$ cat config.mk
export PLATFORM = sky130hd
export DESIGN_NAME = urx_receiver
export DESIGN_NICKNAME = d
export VERILOG_FILES = /design/src/core/urx_pkg.sv /design/src/core/urx_fifo.sv /design/src/core/urx_receiver.sv
export VERILOG_INCLUDE_DIRS = /design/src /design/src/core
export SDC_FILE = /design/constraint.sdc
export NUM_CORES = 1
export LEC_CHECK = 0
export BUFFER_PORTS_ARGS = -buffer_cell sky130_fd_sc_hd__buf_2
export CAP_MARGIN = 30
export CORE_ASPECT_RATIO = 1.1
export CORE_MARGIN = 2
export CORE_UTILIZATION = 56
export CTS_BUF_LIST = sky130_fd_sc_hd__clkbuf_4
export DETAILED_ROUTE_END_ITERATION = 12
export PLACE_DENSITY = 0.73
export SYNTH_ARGS = -nofsm -noshare
export SYNTH_HDL_FRONTEND = slang
export SYNTH_HIERARCHICAL = 1
export SYNTH_SLANG_ARGS = --single-unit
$ cat constraint.sdc
create_clock -name clk -period 7 [get_ports clk]
set_input_delay 1.75 -clock clk [delete_from_list [all_inputs] [get_ports clk]]
set_output_delay 1.75 -clock clk [all_outputs]
set_load 0.005 [all_outputs]
$ cat src/core/urx_consts.svh
// Register offsets, field positions, reset values and timing counts of the serial receive block
`ifndef URX_CONSTS_SVH
`define URX_CONSTS_SVH
`define URX_ADDR_CTRL 4'h0
`define URX_ADDR_STATUS 4'h1
`define URX_ADDR_RXBUF 4'h2
`define URX_ADDR_TXBUF 4'h3
`define URX_CTRL_RX_ENABLE 0
`define URX_CTRL_TX_ENABLE 1
`define URX_CTRL_PARITY_ENABLE 2
`define URX_CTRL_PARITY_EVEN 3
`define URX_CTRL_TX_STOP_LEN 4
`define URX_CTRL_RX_STOP_LEN 5
`define URX_CTRL_RATE_LSB 6
`define URX_CTRL_RESET 8'h00
`define URX_ST_PARITY 7
`define URX_ST_FRAMING 6
`define URX_ST_OVERRUN 5
`define URX_ST_FULL 4
`define URX_ST_TX_DONE 3
`define URX_ST_TX_EMPTY 2
`define URX_RT_PER_BIT 16
`define URX_RT_S1 4'h7
`define URX_RT_S2 4'h8
`define URX_RT_S3 4'h9
`define URX_RT_LAST 4'hF
`define URX_DIV_RATE0 8'h0D
`define URX_DIV_RATE1 8'h1A
`define URX_DIV_RATE2 8'h34
`define URX_DIV_RATE3 8'h68
`define URX_FIFO_DEPTH 16
`endif

$ cat src/core/urx_pkg.sv
// Types shared by the serial receive block
package urx_pkg;
   typedef struct packed {
      logic [3:0] addr;
      logic [7:0] wdata;
      logic wr;
      logic rd;
   } urx_bus_t;
   typedef struct packed {
      logic parity;
      logic framing;
      logic overrun;
      logic full;
   } urx_flags_t;
   typedef enum logic [3:0] {
      RX_IDLE = 4'b0001,
      RX_START = 4'b0010,
      RX_DATA = 4'b0100,
      RX_STOP = 4'b1000
   } urx_state_t;
endpackage

$ cat src/core/urx_fifo.sv
// Parameterised flip-flop FIFO with valid/ready on both sides
`timescale 1ns/1ps
module urx_fifo #(
   parameter int WIDTH = 8,
   parameter int DEPTH = 16
) (
   input wire logic clk,
   input wire logic srst,
   input wire logic [WIDTH-1:0] in_data,
   input wire logic in_valid,
   output logic in_ready,
   output logic [WIDTH-1:0] out_data,
   output logic out_valid,
   input wire logic out_ready
);
   localparam int AW = $clog2(DEPTH);
   logic [WIDTH-1:0] mem_q [DEPTH];
   logic [AW-1:0] wp_q;
   logic [AW-1:0] rp_q;
   logic [AW:0] cnt_q;
   wire push = in_valid && in_ready;
   wire pop = out_valid && out_ready;
   // Count is one bit wider than the index so that full and empty differ
   assign in_ready = (cnt_q < (AW+1)'(DEPTH));
   assign out_valid = (cnt_q != '0);
   assign out_data = mem_q[rp_q];
   always_ff @(posedge clk) begin
      if (srst) begin
         wp_q <= '0;
         rp_q <= '0;
         cnt_q <= '0;
      end else begin
         if (push) begin
            wp_q <= (wp_q == AW'(DEPTH-1)) ? '0 : wp_q + 1'b1;
         end
         if (pop) begin
            rp_q <= (rp_q == AW'(DEPTH-1)) ? '0 : rp_q + 1'b1;
         end
         cnt_q <= cnt_q + (AW+1)'(push) - (AW+1)'(pop);
      end
   end
   always_ff @(posedge clk) begin
      if (push) begin
         mem_q[wp_q] <= in_data;
      end
   end
endmodule

$ cat src/core/urx_receiver.sv
// Serial receive path, receive buffer and status flags of the asynchronous port
//
// Operation
// - With receive enabled, frames on the serial input are shifted in and buffered.
// - After stop bits, data bits alone load the buffer, set full, pulse interrupt.
// - Receive bit timing comes from the shared rate-select field.
// - On overrun the new character is dropped; the buffer is unchanged.
// - Clearing receive enable acts after the current frame; framing error may defeat it.
// - Parity error flag sets when computed parity differs from received parity bit.
// - Framing error flag sets when a stop bit samples as 0.
// - Overrun flag sets when a whole further character arrives before buffer read.
// - Parity, framing, overrun and full clear on buffer read after status read.
// - While overrun stays set, reception is disabled.
// - Overrun set between status read and buffer read survives that buffer read.
// - Full flag sets when a character is loaded into the buffer.
// - Transmit-empty sets when sending starts; cleared by buffer write after status read.
// - Transmit-done sets when sending ends with buffer empty; clears when sending restarts.
// - Each bit is sampled at subclocks 7, 8 and 9 and decided by majority.
// - Frame is start, eight data, optional parity, one or two stop bits.
`timescale 1ns/1ps
`include "urx_consts.svh"
module urx_receiver (
   input wire logic clk,
   input wire logic srst,
   input wire urx_pkg::urx_bus_t bus,
   output logic [7:0] rdata,
   input wire logic rx_pin,
   input wire logic rt_ext_tick,
   input wire logic tx_start,
   input wire logic tx_end,
   output logic rx_irq,
   output logic [7:0] rx_data,
   output logic rx_data_valid,
   input wire logic rx_data_ready
);
   import urx_pkg::*;

   // ----------------------------------------------------------------
   // Control register and bus decode
   // ----------------------------------------------------------------
   logic [7:0] ctrl_q;
   logic [7:0] rdata_q;
   logic [7:0] rx_buffer_q;
   logic [7:0] tx_buffer_q;
   urx_flags_t flag_q;
   urx_flags_t armed_q;
   logic tx_empty_flag_q;
   logic tx_done_flag_q;
   logic tx_armed_q;
   logic tx_pending_q;
   logic rx_irq_q;
   logic rx_en_active_q;

   wire wr_ctrl = bus.wr && (bus.addr == `URX_ADDR_CTRL);
   wire wr_tx = bus.wr && (bus.addr == `URX_ADDR_TXBUF);
   wire rd_status = bus.rd && (bus.addr == `URX_ADDR_STATUS);
   wire rd_rxbuf = bus.rd && (bus.addr == `URX_ADDR_RXBUF);
   wire rx_enable = ctrl_q[`URX_CTRL_RX_ENABLE];
   wire parity_enable = ctrl_q[`URX_CTRL_PARITY_ENABLE];
   wire parity_even = ctrl_q[`URX_CTRL_PARITY_EVEN];
   wire rx_stop_two = ctrl_q[`URX_CTRL_RX_STOP_LEN];
   wire [1:0] rate_select = ctrl_q[`URX_CTRL_RATE_LSB +: 2];
   wire [7:0] status_word = {flag_q.parity, flag_q.framing, flag_q.overrun, flag_q.full,
                             tx_done_flag_q, tx_empty_flag_q, 2'b00};
   wire [7:0] rd_mux = (bus.addr == `URX_ADDR_CTRL) ? ctrl_q :
                       (bus.addr == `URX_ADDR_STATUS) ? status_word :
                       (bus.addr == `URX_ADDR_RXBUF) ? rx_buffer_q :
                       (bus.addr == `URX_ADDR_TXBUF) ? tx_buffer_q : 8'h00;

   always_ff @(posedge clk) begin
      if (srst) begin
         ctrl_q <= `URX_CTRL_RESET;
         rdata_q <= 8'h00;
      end else begin
         if (wr_ctrl) begin
            ctrl_q <= bus.wdata;
         end
         rdata_q <= bus.rd ? rd_mux : 8'h00;
      end
   end
   assign rdata = rdata_q;

   // ----------------------------------------------------------------
   // Subclock divider: sixteen ticks per bit
   // ----------------------------------------------------------------
   // Rates as divisions of clk; code 3 takes an outside timer tick
   function automatic logic [7:0] rate_div(input logic [1:0] sel);
      unique case (sel)
         2'b00: rate_div = `URX_DIV_RATE0;
         2'b01: rate_div = `URX_DIV_RATE1;
         2'b10: rate_div = `URX_DIV_RATE2;
         default: rate_div = `URX_DIV_RATE3;
      endcase
   endfunction
   logic [7:0] div_q;
   logic rt_tick_q;
   wire div_end = (div_q >= rate_div(rate_select) - 8'h01);
   always_ff @(posedge clk) begin
      if (srst) begin
         div_q <= 8'h00;
         rt_tick_q <= 1'b0;
      end else begin
         div_q <= div_end ? 8'h00 : div_q + 8'h01;
         rt_tick_q <= (rate_select == 2'b11) ? rt_ext_tick : div_end;
      end
   end

   // ----------------------------------------------------------------
   // Receive engine
   // ----------------------------------------------------------------
   urx_state_t state_q;
   logic [3:0] rt_q;
   logic [3:0] bit_q;
   logic [7:0] shift_q;
   logic [2:0] vote_q;
   logic par_bit_q;
   logic framing_err_flag_q;
   logic frame_done_q;
   logic frame_par_q;

   wire majority = (vote_q[0] & vote_q[1]) | (vote_q[1] & rx_pin) | (vote_q[0] & rx_pin);
   wire bit_decide = rt_tick_q && (rt_q == `URX_RT_S3);
   wire bit_end = rt_tick_q && (rt_q == `URX_RT_LAST);
   wire [3:0] data_bits = parity_enable ? 4'h9 : 4'h8;
   wire [3:0] stop_bits = rx_stop_two ? 4'h2 : 4'h1;
   wire can_start = rx_en_active_q && !flag_q.overrun;

   always_ff @(posedge clk) begin
      if (srst) begin
         state_q <= RX_IDLE;
         rt_q <= 4'h0;
         bit_q <= 4'h0;
         shift_q <= 8'h00;
         vote_q <= 3'b000;
         par_bit_q <= 1'b0;
         framing_err_flag_q <= 1'b0;
         frame_done_q <= 1'b0;
         frame_par_q <= 1'b0;
         rx_en_active_q <= 1'b0;
      end else begin
         frame_done_q <= 1'b0;
         // Enable only sampled between frames; framing error lets old enable linger
         if (state_q == RX_IDLE && !framing_err_flag_q) begin
            rx_en_active_q <= rx_enable;
         end else if (state_q == RX_IDLE && rx_enable) begin
            rx_en_active_q <= 1'b1;
         end
         if (rt_tick_q) begin
            rt_q <= rt_q + 4'h1;
            if (rt_q == `URX_RT_S1) vote_q[0] <= rx_pin;
            if (rt_q == `URX_RT_S2) vote_q[1] <= rx_pin;
         end
         unique case (state_q)
            RX_IDLE: begin
               rt_q <= 4'h0;
               if (rt_tick_q && can_start && !rx_pin) begin
                  state_q <= RX_START;
                  framing_err_flag_q <= 1'b0;
                  rt_q <= 4'h1;
               end
            end
            RX_START: begin
               if (bit_decide && majority) begin
                  state_q <= RX_IDLE;
               end else if (bit_end) begin
                  state_q <= RX_DATA;
                  bit_q <= 4'h0;
               end
            end
            RX_DATA: begin
               if (bit_decide) begin
                  if (bit_q < 4'h8) begin
                     shift_q <= {majority, shift_q[7:1]};
                  end else begin
                     par_bit_q <= majority;
                  end
               end
               if (bit_end) begin
                  bit_q <= (bit_q + 4'h1 == data_bits) ? 4'h0 : bit_q + 4'h1;
                  if (bit_q + 4'h1 == data_bits) state_q <= RX_STOP;
               end
            end
            RX_STOP: begin
               if (bit_decide) begin
                  if (!majority) framing_err_flag_q <= 1'b1;
                  if (bit_q + 4'h1 == stop_bits) begin
                     state_q <= RX_IDLE;
                     frame_done_q <= 1'b1;
                     frame_par_q <= parity_enable &&
                        ((^shift_q ^ par_bit_q) != !parity_even);
                  end
               end
               if (bit_end) bit_q <= bit_q + 4'h1;
            end
            default: state_q <= RX_IDLE;
         endcase
      end
   end

   // ----------------------------------------------------------------
   // Receive buffer and flags
   // ----------------------------------------------------------------
   wire framing_err_flag_now = framing_err_flag_q;
   wire overrun_ev = frame_done_q && flag_q.full;
   wire load_ev = frame_done_q && !flag_q.full;
   // Clears follow arming; a set in the same cycle wins
   wire clr_full = rd_rxbuf && armed_q.full;
   wire clr_over = rd_rxbuf && armed_q.overrun;
   wire clr_parity_err_flag = rd_rxbuf && armed_q.parity;
   wire clr_framing_err_flag = rd_rxbuf && armed_q.framing;

   always_ff @(posedge clk) begin
      if (srst) begin
         rx_buffer_q <= 8'h00;
         flag_q <= '0;
         armed_q <= '0;
         rx_irq_q <= 1'b0;
      end else begin
         rx_irq_q <= load_ev;
         if (load_ev) begin
            rx_buffer_q <= shift_q;
         end
         flag_q.full <= load_ev | (flag_q.full & !clr_full);
         flag_q.overrun <= overrun_ev | (flag_q.overrun & !clr_over);
         flag_q.parity <= (load_ev & frame_par_q) | (flag_q.parity & !clr_parity_err_flag);
         flag_q.framing <= (load_ev & framing_err_flag_now) | (flag_q.framing & !clr_framing_err_flag);
         if (rd_status) begin
            armed_q <= flag_q;
         end else if (rd_rxbuf) begin
            armed_q <= '0;
         end
      end
   end
   assign rx_irq = rx_irq_q;

   // ----------------------------------------------------------------
   // Transmit side flags
   // ----------------------------------------------------------------
   always_ff @(posedge clk) begin
      if (srst) begin
         tx_buffer_q <= 8'h00;
         tx_empty_flag_q <= 1'b1;
         tx_done_flag_q <= 1'b1;
         tx_armed_q <= 1'b0;
         tx_pending_q <= 1'b0;
      end else begin
         if (rd_status) tx_armed_q <= 1'b1;
         else if (wr_tx) tx_armed_q <= 1'b0;
         if (wr_tx && tx_armed_q) begin
            tx_buffer_q <= bus.wdata;
            tx_empty_flag_q <= 1'b0;
            tx_pending_q <= 1'b1;
         end
         if (tx_start) begin
            tx_empty_flag_q <= 1'b1;
            tx_done_flag_q <= 1'b0;
            tx_pending_q <= 1'b0;
         end else if (tx_end && !tx_pending_q) begin
            tx_done_flag_q <= 1'b1;
         end
      end
   end

   // ----------------------------------------------------------------
   // Received character stream
   // ----------------------------------------------------------------
   logic [7:0] fifo_data;
   logic fifo_valid;
   logic [7:0] rx_data_q;
   logic rx_data_valid_q;
   urx_fifo #(.WIDTH(8), .DEPTH(`URX_FIFO_DEPTH)) u_fifo (
      .clk(clk),
      .srst(srst),
      .in_data(shift_q),
      .in_valid(load_ev),
      .in_ready(),
      .out_data(fifo_data),
      .out_valid(fifo_valid),
      .out_ready(!rx_data_valid_q || rx_data_ready)
   );
   always_ff @(posedge clk) begin
      if (srst) begin
         rx_data_q <= 8'h00;
         rx_data_valid_q <= 1'b0;
      end else if (!rx_data_valid_q || rx_data_ready) begin
         rx_data_q <= fifo_data;
         rx_data_valid_q <= fifo_valid;
      end
   end
   assign rx_data = rx_data_q;
   assign rx_data_valid = rx_data_valid_q;
endmodule

==> qor.yml <==
syn-cell-area_um2: 9980
core_um2: 17600
clock.fmax_ghz: 0.234
clkTransAtPathRegs_ns: 0.06
leakagePower_uw: 0.00394
seq_area_um2: 5990
cts_tree: "done"
relSlewSlack_pct: 39.7
status: "finished clean"
cts_buffers: 57
fin_nets: 908
dp_slack_ns: 2.14
dr_wl_met3_um: 1140
first_pass_iters: 5
fillers: 1398
htree_levels: 2
dr.first_iter.drc_count: 464
wl_per_cell_um: 18.7
final_core_util_pct: 62.9
worst_pin_slew_ns: 0.900
p_per_area_nw_per_um2: 286
vias: 6570
endpoint_kind: "flop"
timing.final.ws_setup_ns: 2.72
timing.final.crit_period_ns: 4.28
wl_um: 21300
synth_fp_nets: 840
finClkSkew_ns: 0.0464
slowest_delay_ns: 0.55
die_width_um: 131
maxSlewViolCount: 0
crit_start: "rx_data_ready"
drive_gt1_share_pct: 18.4
path_buf_inv: 4
ir_drop_v: 0.000129
cts.sinks: 235
clk_path_buf_depth: 3
maxCapViolations: 0
yosys_warnings: 6
power_uw: 3160
cts_root_buf: "clkbuf_4"
grt-ovfl-total: 0
grt_pass1_wl_um: 33900
gp_congestion: 0.885
wl_met1_um: 8500
cp_max_fo: 12
hold_viol_final: 0
drc: 0
grt_pass1_vias: 6679
setup_violations: 0
path_cells: "buf_2 > nor2b_1 > clkinv_1 > nand2_2 > inv_1 > ha_1 > inv_1 > ha_1 > fa_1 > a21oi_1 > nor2_1 > or3_1 > a21oi_1"
hp-class: "reg2reg"
post_cts_buffers: 0
worstSkewPairLatency_ns: 0.70
crit_required_ns: 7.58
antenna_found_initial: 1
wl_met2_um: 11200
die_area_um2: 18900
pin_count: 39
crit_type: "in2reg"
start_util_pct: 56.7
start_kind: "input pin"
grt_max_degree: 51
postCtsHoldBufs: 0
die_y_um: 144
synth_cells: 788
critPathArrivalTime_ns: 4.85
grt_usage_pct: 22.9
antenna_left: 0
rows: 51
vias_per_cell: 5.76
hold_start: "ctrl_q[1]$_SDFFE_PP0P_"
cp_top_family: "simple AND/OR/NAND/NOR gates"
cpMaxStageDelayCell: "nor2b_1"
avgSynthCellArea_um2: 12.7
top_layer_used: "met4"
hpwlAfterDp_um: 14200
r2r_start: "flag_q[0]$_SDFF_PP0_"
ctsResizeCount: 0
syn_to_final_growth_pct: 11.0
numPortBuffers: 38
finalSetupTns_ns: 0
rsz0062_at_grt: "false"
multi_input_area_um2: 3710
period_share_pct: 61.1
[worst register-to-register path, cell delays in order (launching register included)]
cell and delay (ns):
dfxtp_1 0.36, nand2b_1 0.31, inv_1 0.36, nor2b_1 0.46
inv_1 0.25, ha_1 0.33, inv_1 0.04, ha_1 0.19
fa_1 0.41, a21oi_1 0.14, nor2_1 0.07, or3_1 0.36
a21oi_1 0.16
[flip-flops by register name, summed over array words and instances, names as in the netlist, 8 cells and up, named ones only]
signal and flops:
rx_data 8, ctrl_q 8, rx_buffer_q 8, div_q 8, rdata 8, u_fifo/mem_q 128
tx_buffer_q 8, shift_q 8
[layer usage]
metal	GRT usage (%)	vias to the layer above
li1	-	3097
met1	26.1	3235
met2	41.9	208
met3	5.08	30
met4	9.90	0
met5	0	-
[metrics by stage]
stage | hold WS (ns) | cells | area [um2]
CTS | 0.462 | 1137 | 11100
global placement | 0.447 | 1030 | 10300
floorplan | 0.432 | 788 | 9980
finish | 0.459 | 1140 | 11100
detailed placement | 0.453 | 1034 | 10300
global route | 0.485 | 1140 | 11100
[worst paths after layout]
| check | cells after the start | end | slack [ns] |
|---|---|---|---|
| hold reg to reg | 2 | ctrl_q[1]$_SDFFE_PP0P_ | 0.46 |
| setup reg to reg | 12 | u_fifo/cnt_q[4]$_SDFF_PP0_ | 3.43 |
| setup / recovery | 13 | u_fifo/cnt_q[4]$_SDFF_PP0_ | 2.72 |
| hold / removal | 2 | ctrl_q[1]$_SDFFE_PP0P_ | 0.46 |
[report_power, final]
group          total [uW]  switching [uW]  internal (uW)  leakage (uW)
clock                1080             518            567      0.000432
combinational         512             248            265       0.00147
sequential           1570            81.1           1490       0.00204
total                3160             847           2320       0.00394
[final cells by class]
class | count | share of cell area (%)
diodes | 2 | 0.0452
clock buffers | 87 | 5.89
clock inverters | 16 | 0.632
inverters | 24 | 0.813
multi-input cells | 491 | 33.5
flip-flops and latches | 235 | 54.0
well taps | 238 | 2.69
repair buffers | 47 | 2.42
[cell usage in the layout (no fill, tap or decap), types with 9 or more instances in the layout]
cell type and instances:
edfxtp_1 128, dfxtp_1 105, clkbuf_4 87, nand2_1 79, nor2_1 69, a21oi_1 54
buf_2 38, nand3_1 30, ha_1 30, mux2i_1 26, inv_1 23, a22oi_1 23
mux4_2 16, mux4_1 16, nor3_1 15, xor2_1 14, xnor2_1 14, clkinv_1 13
nor2b_1 9
(Power assumes the default switching activity.)
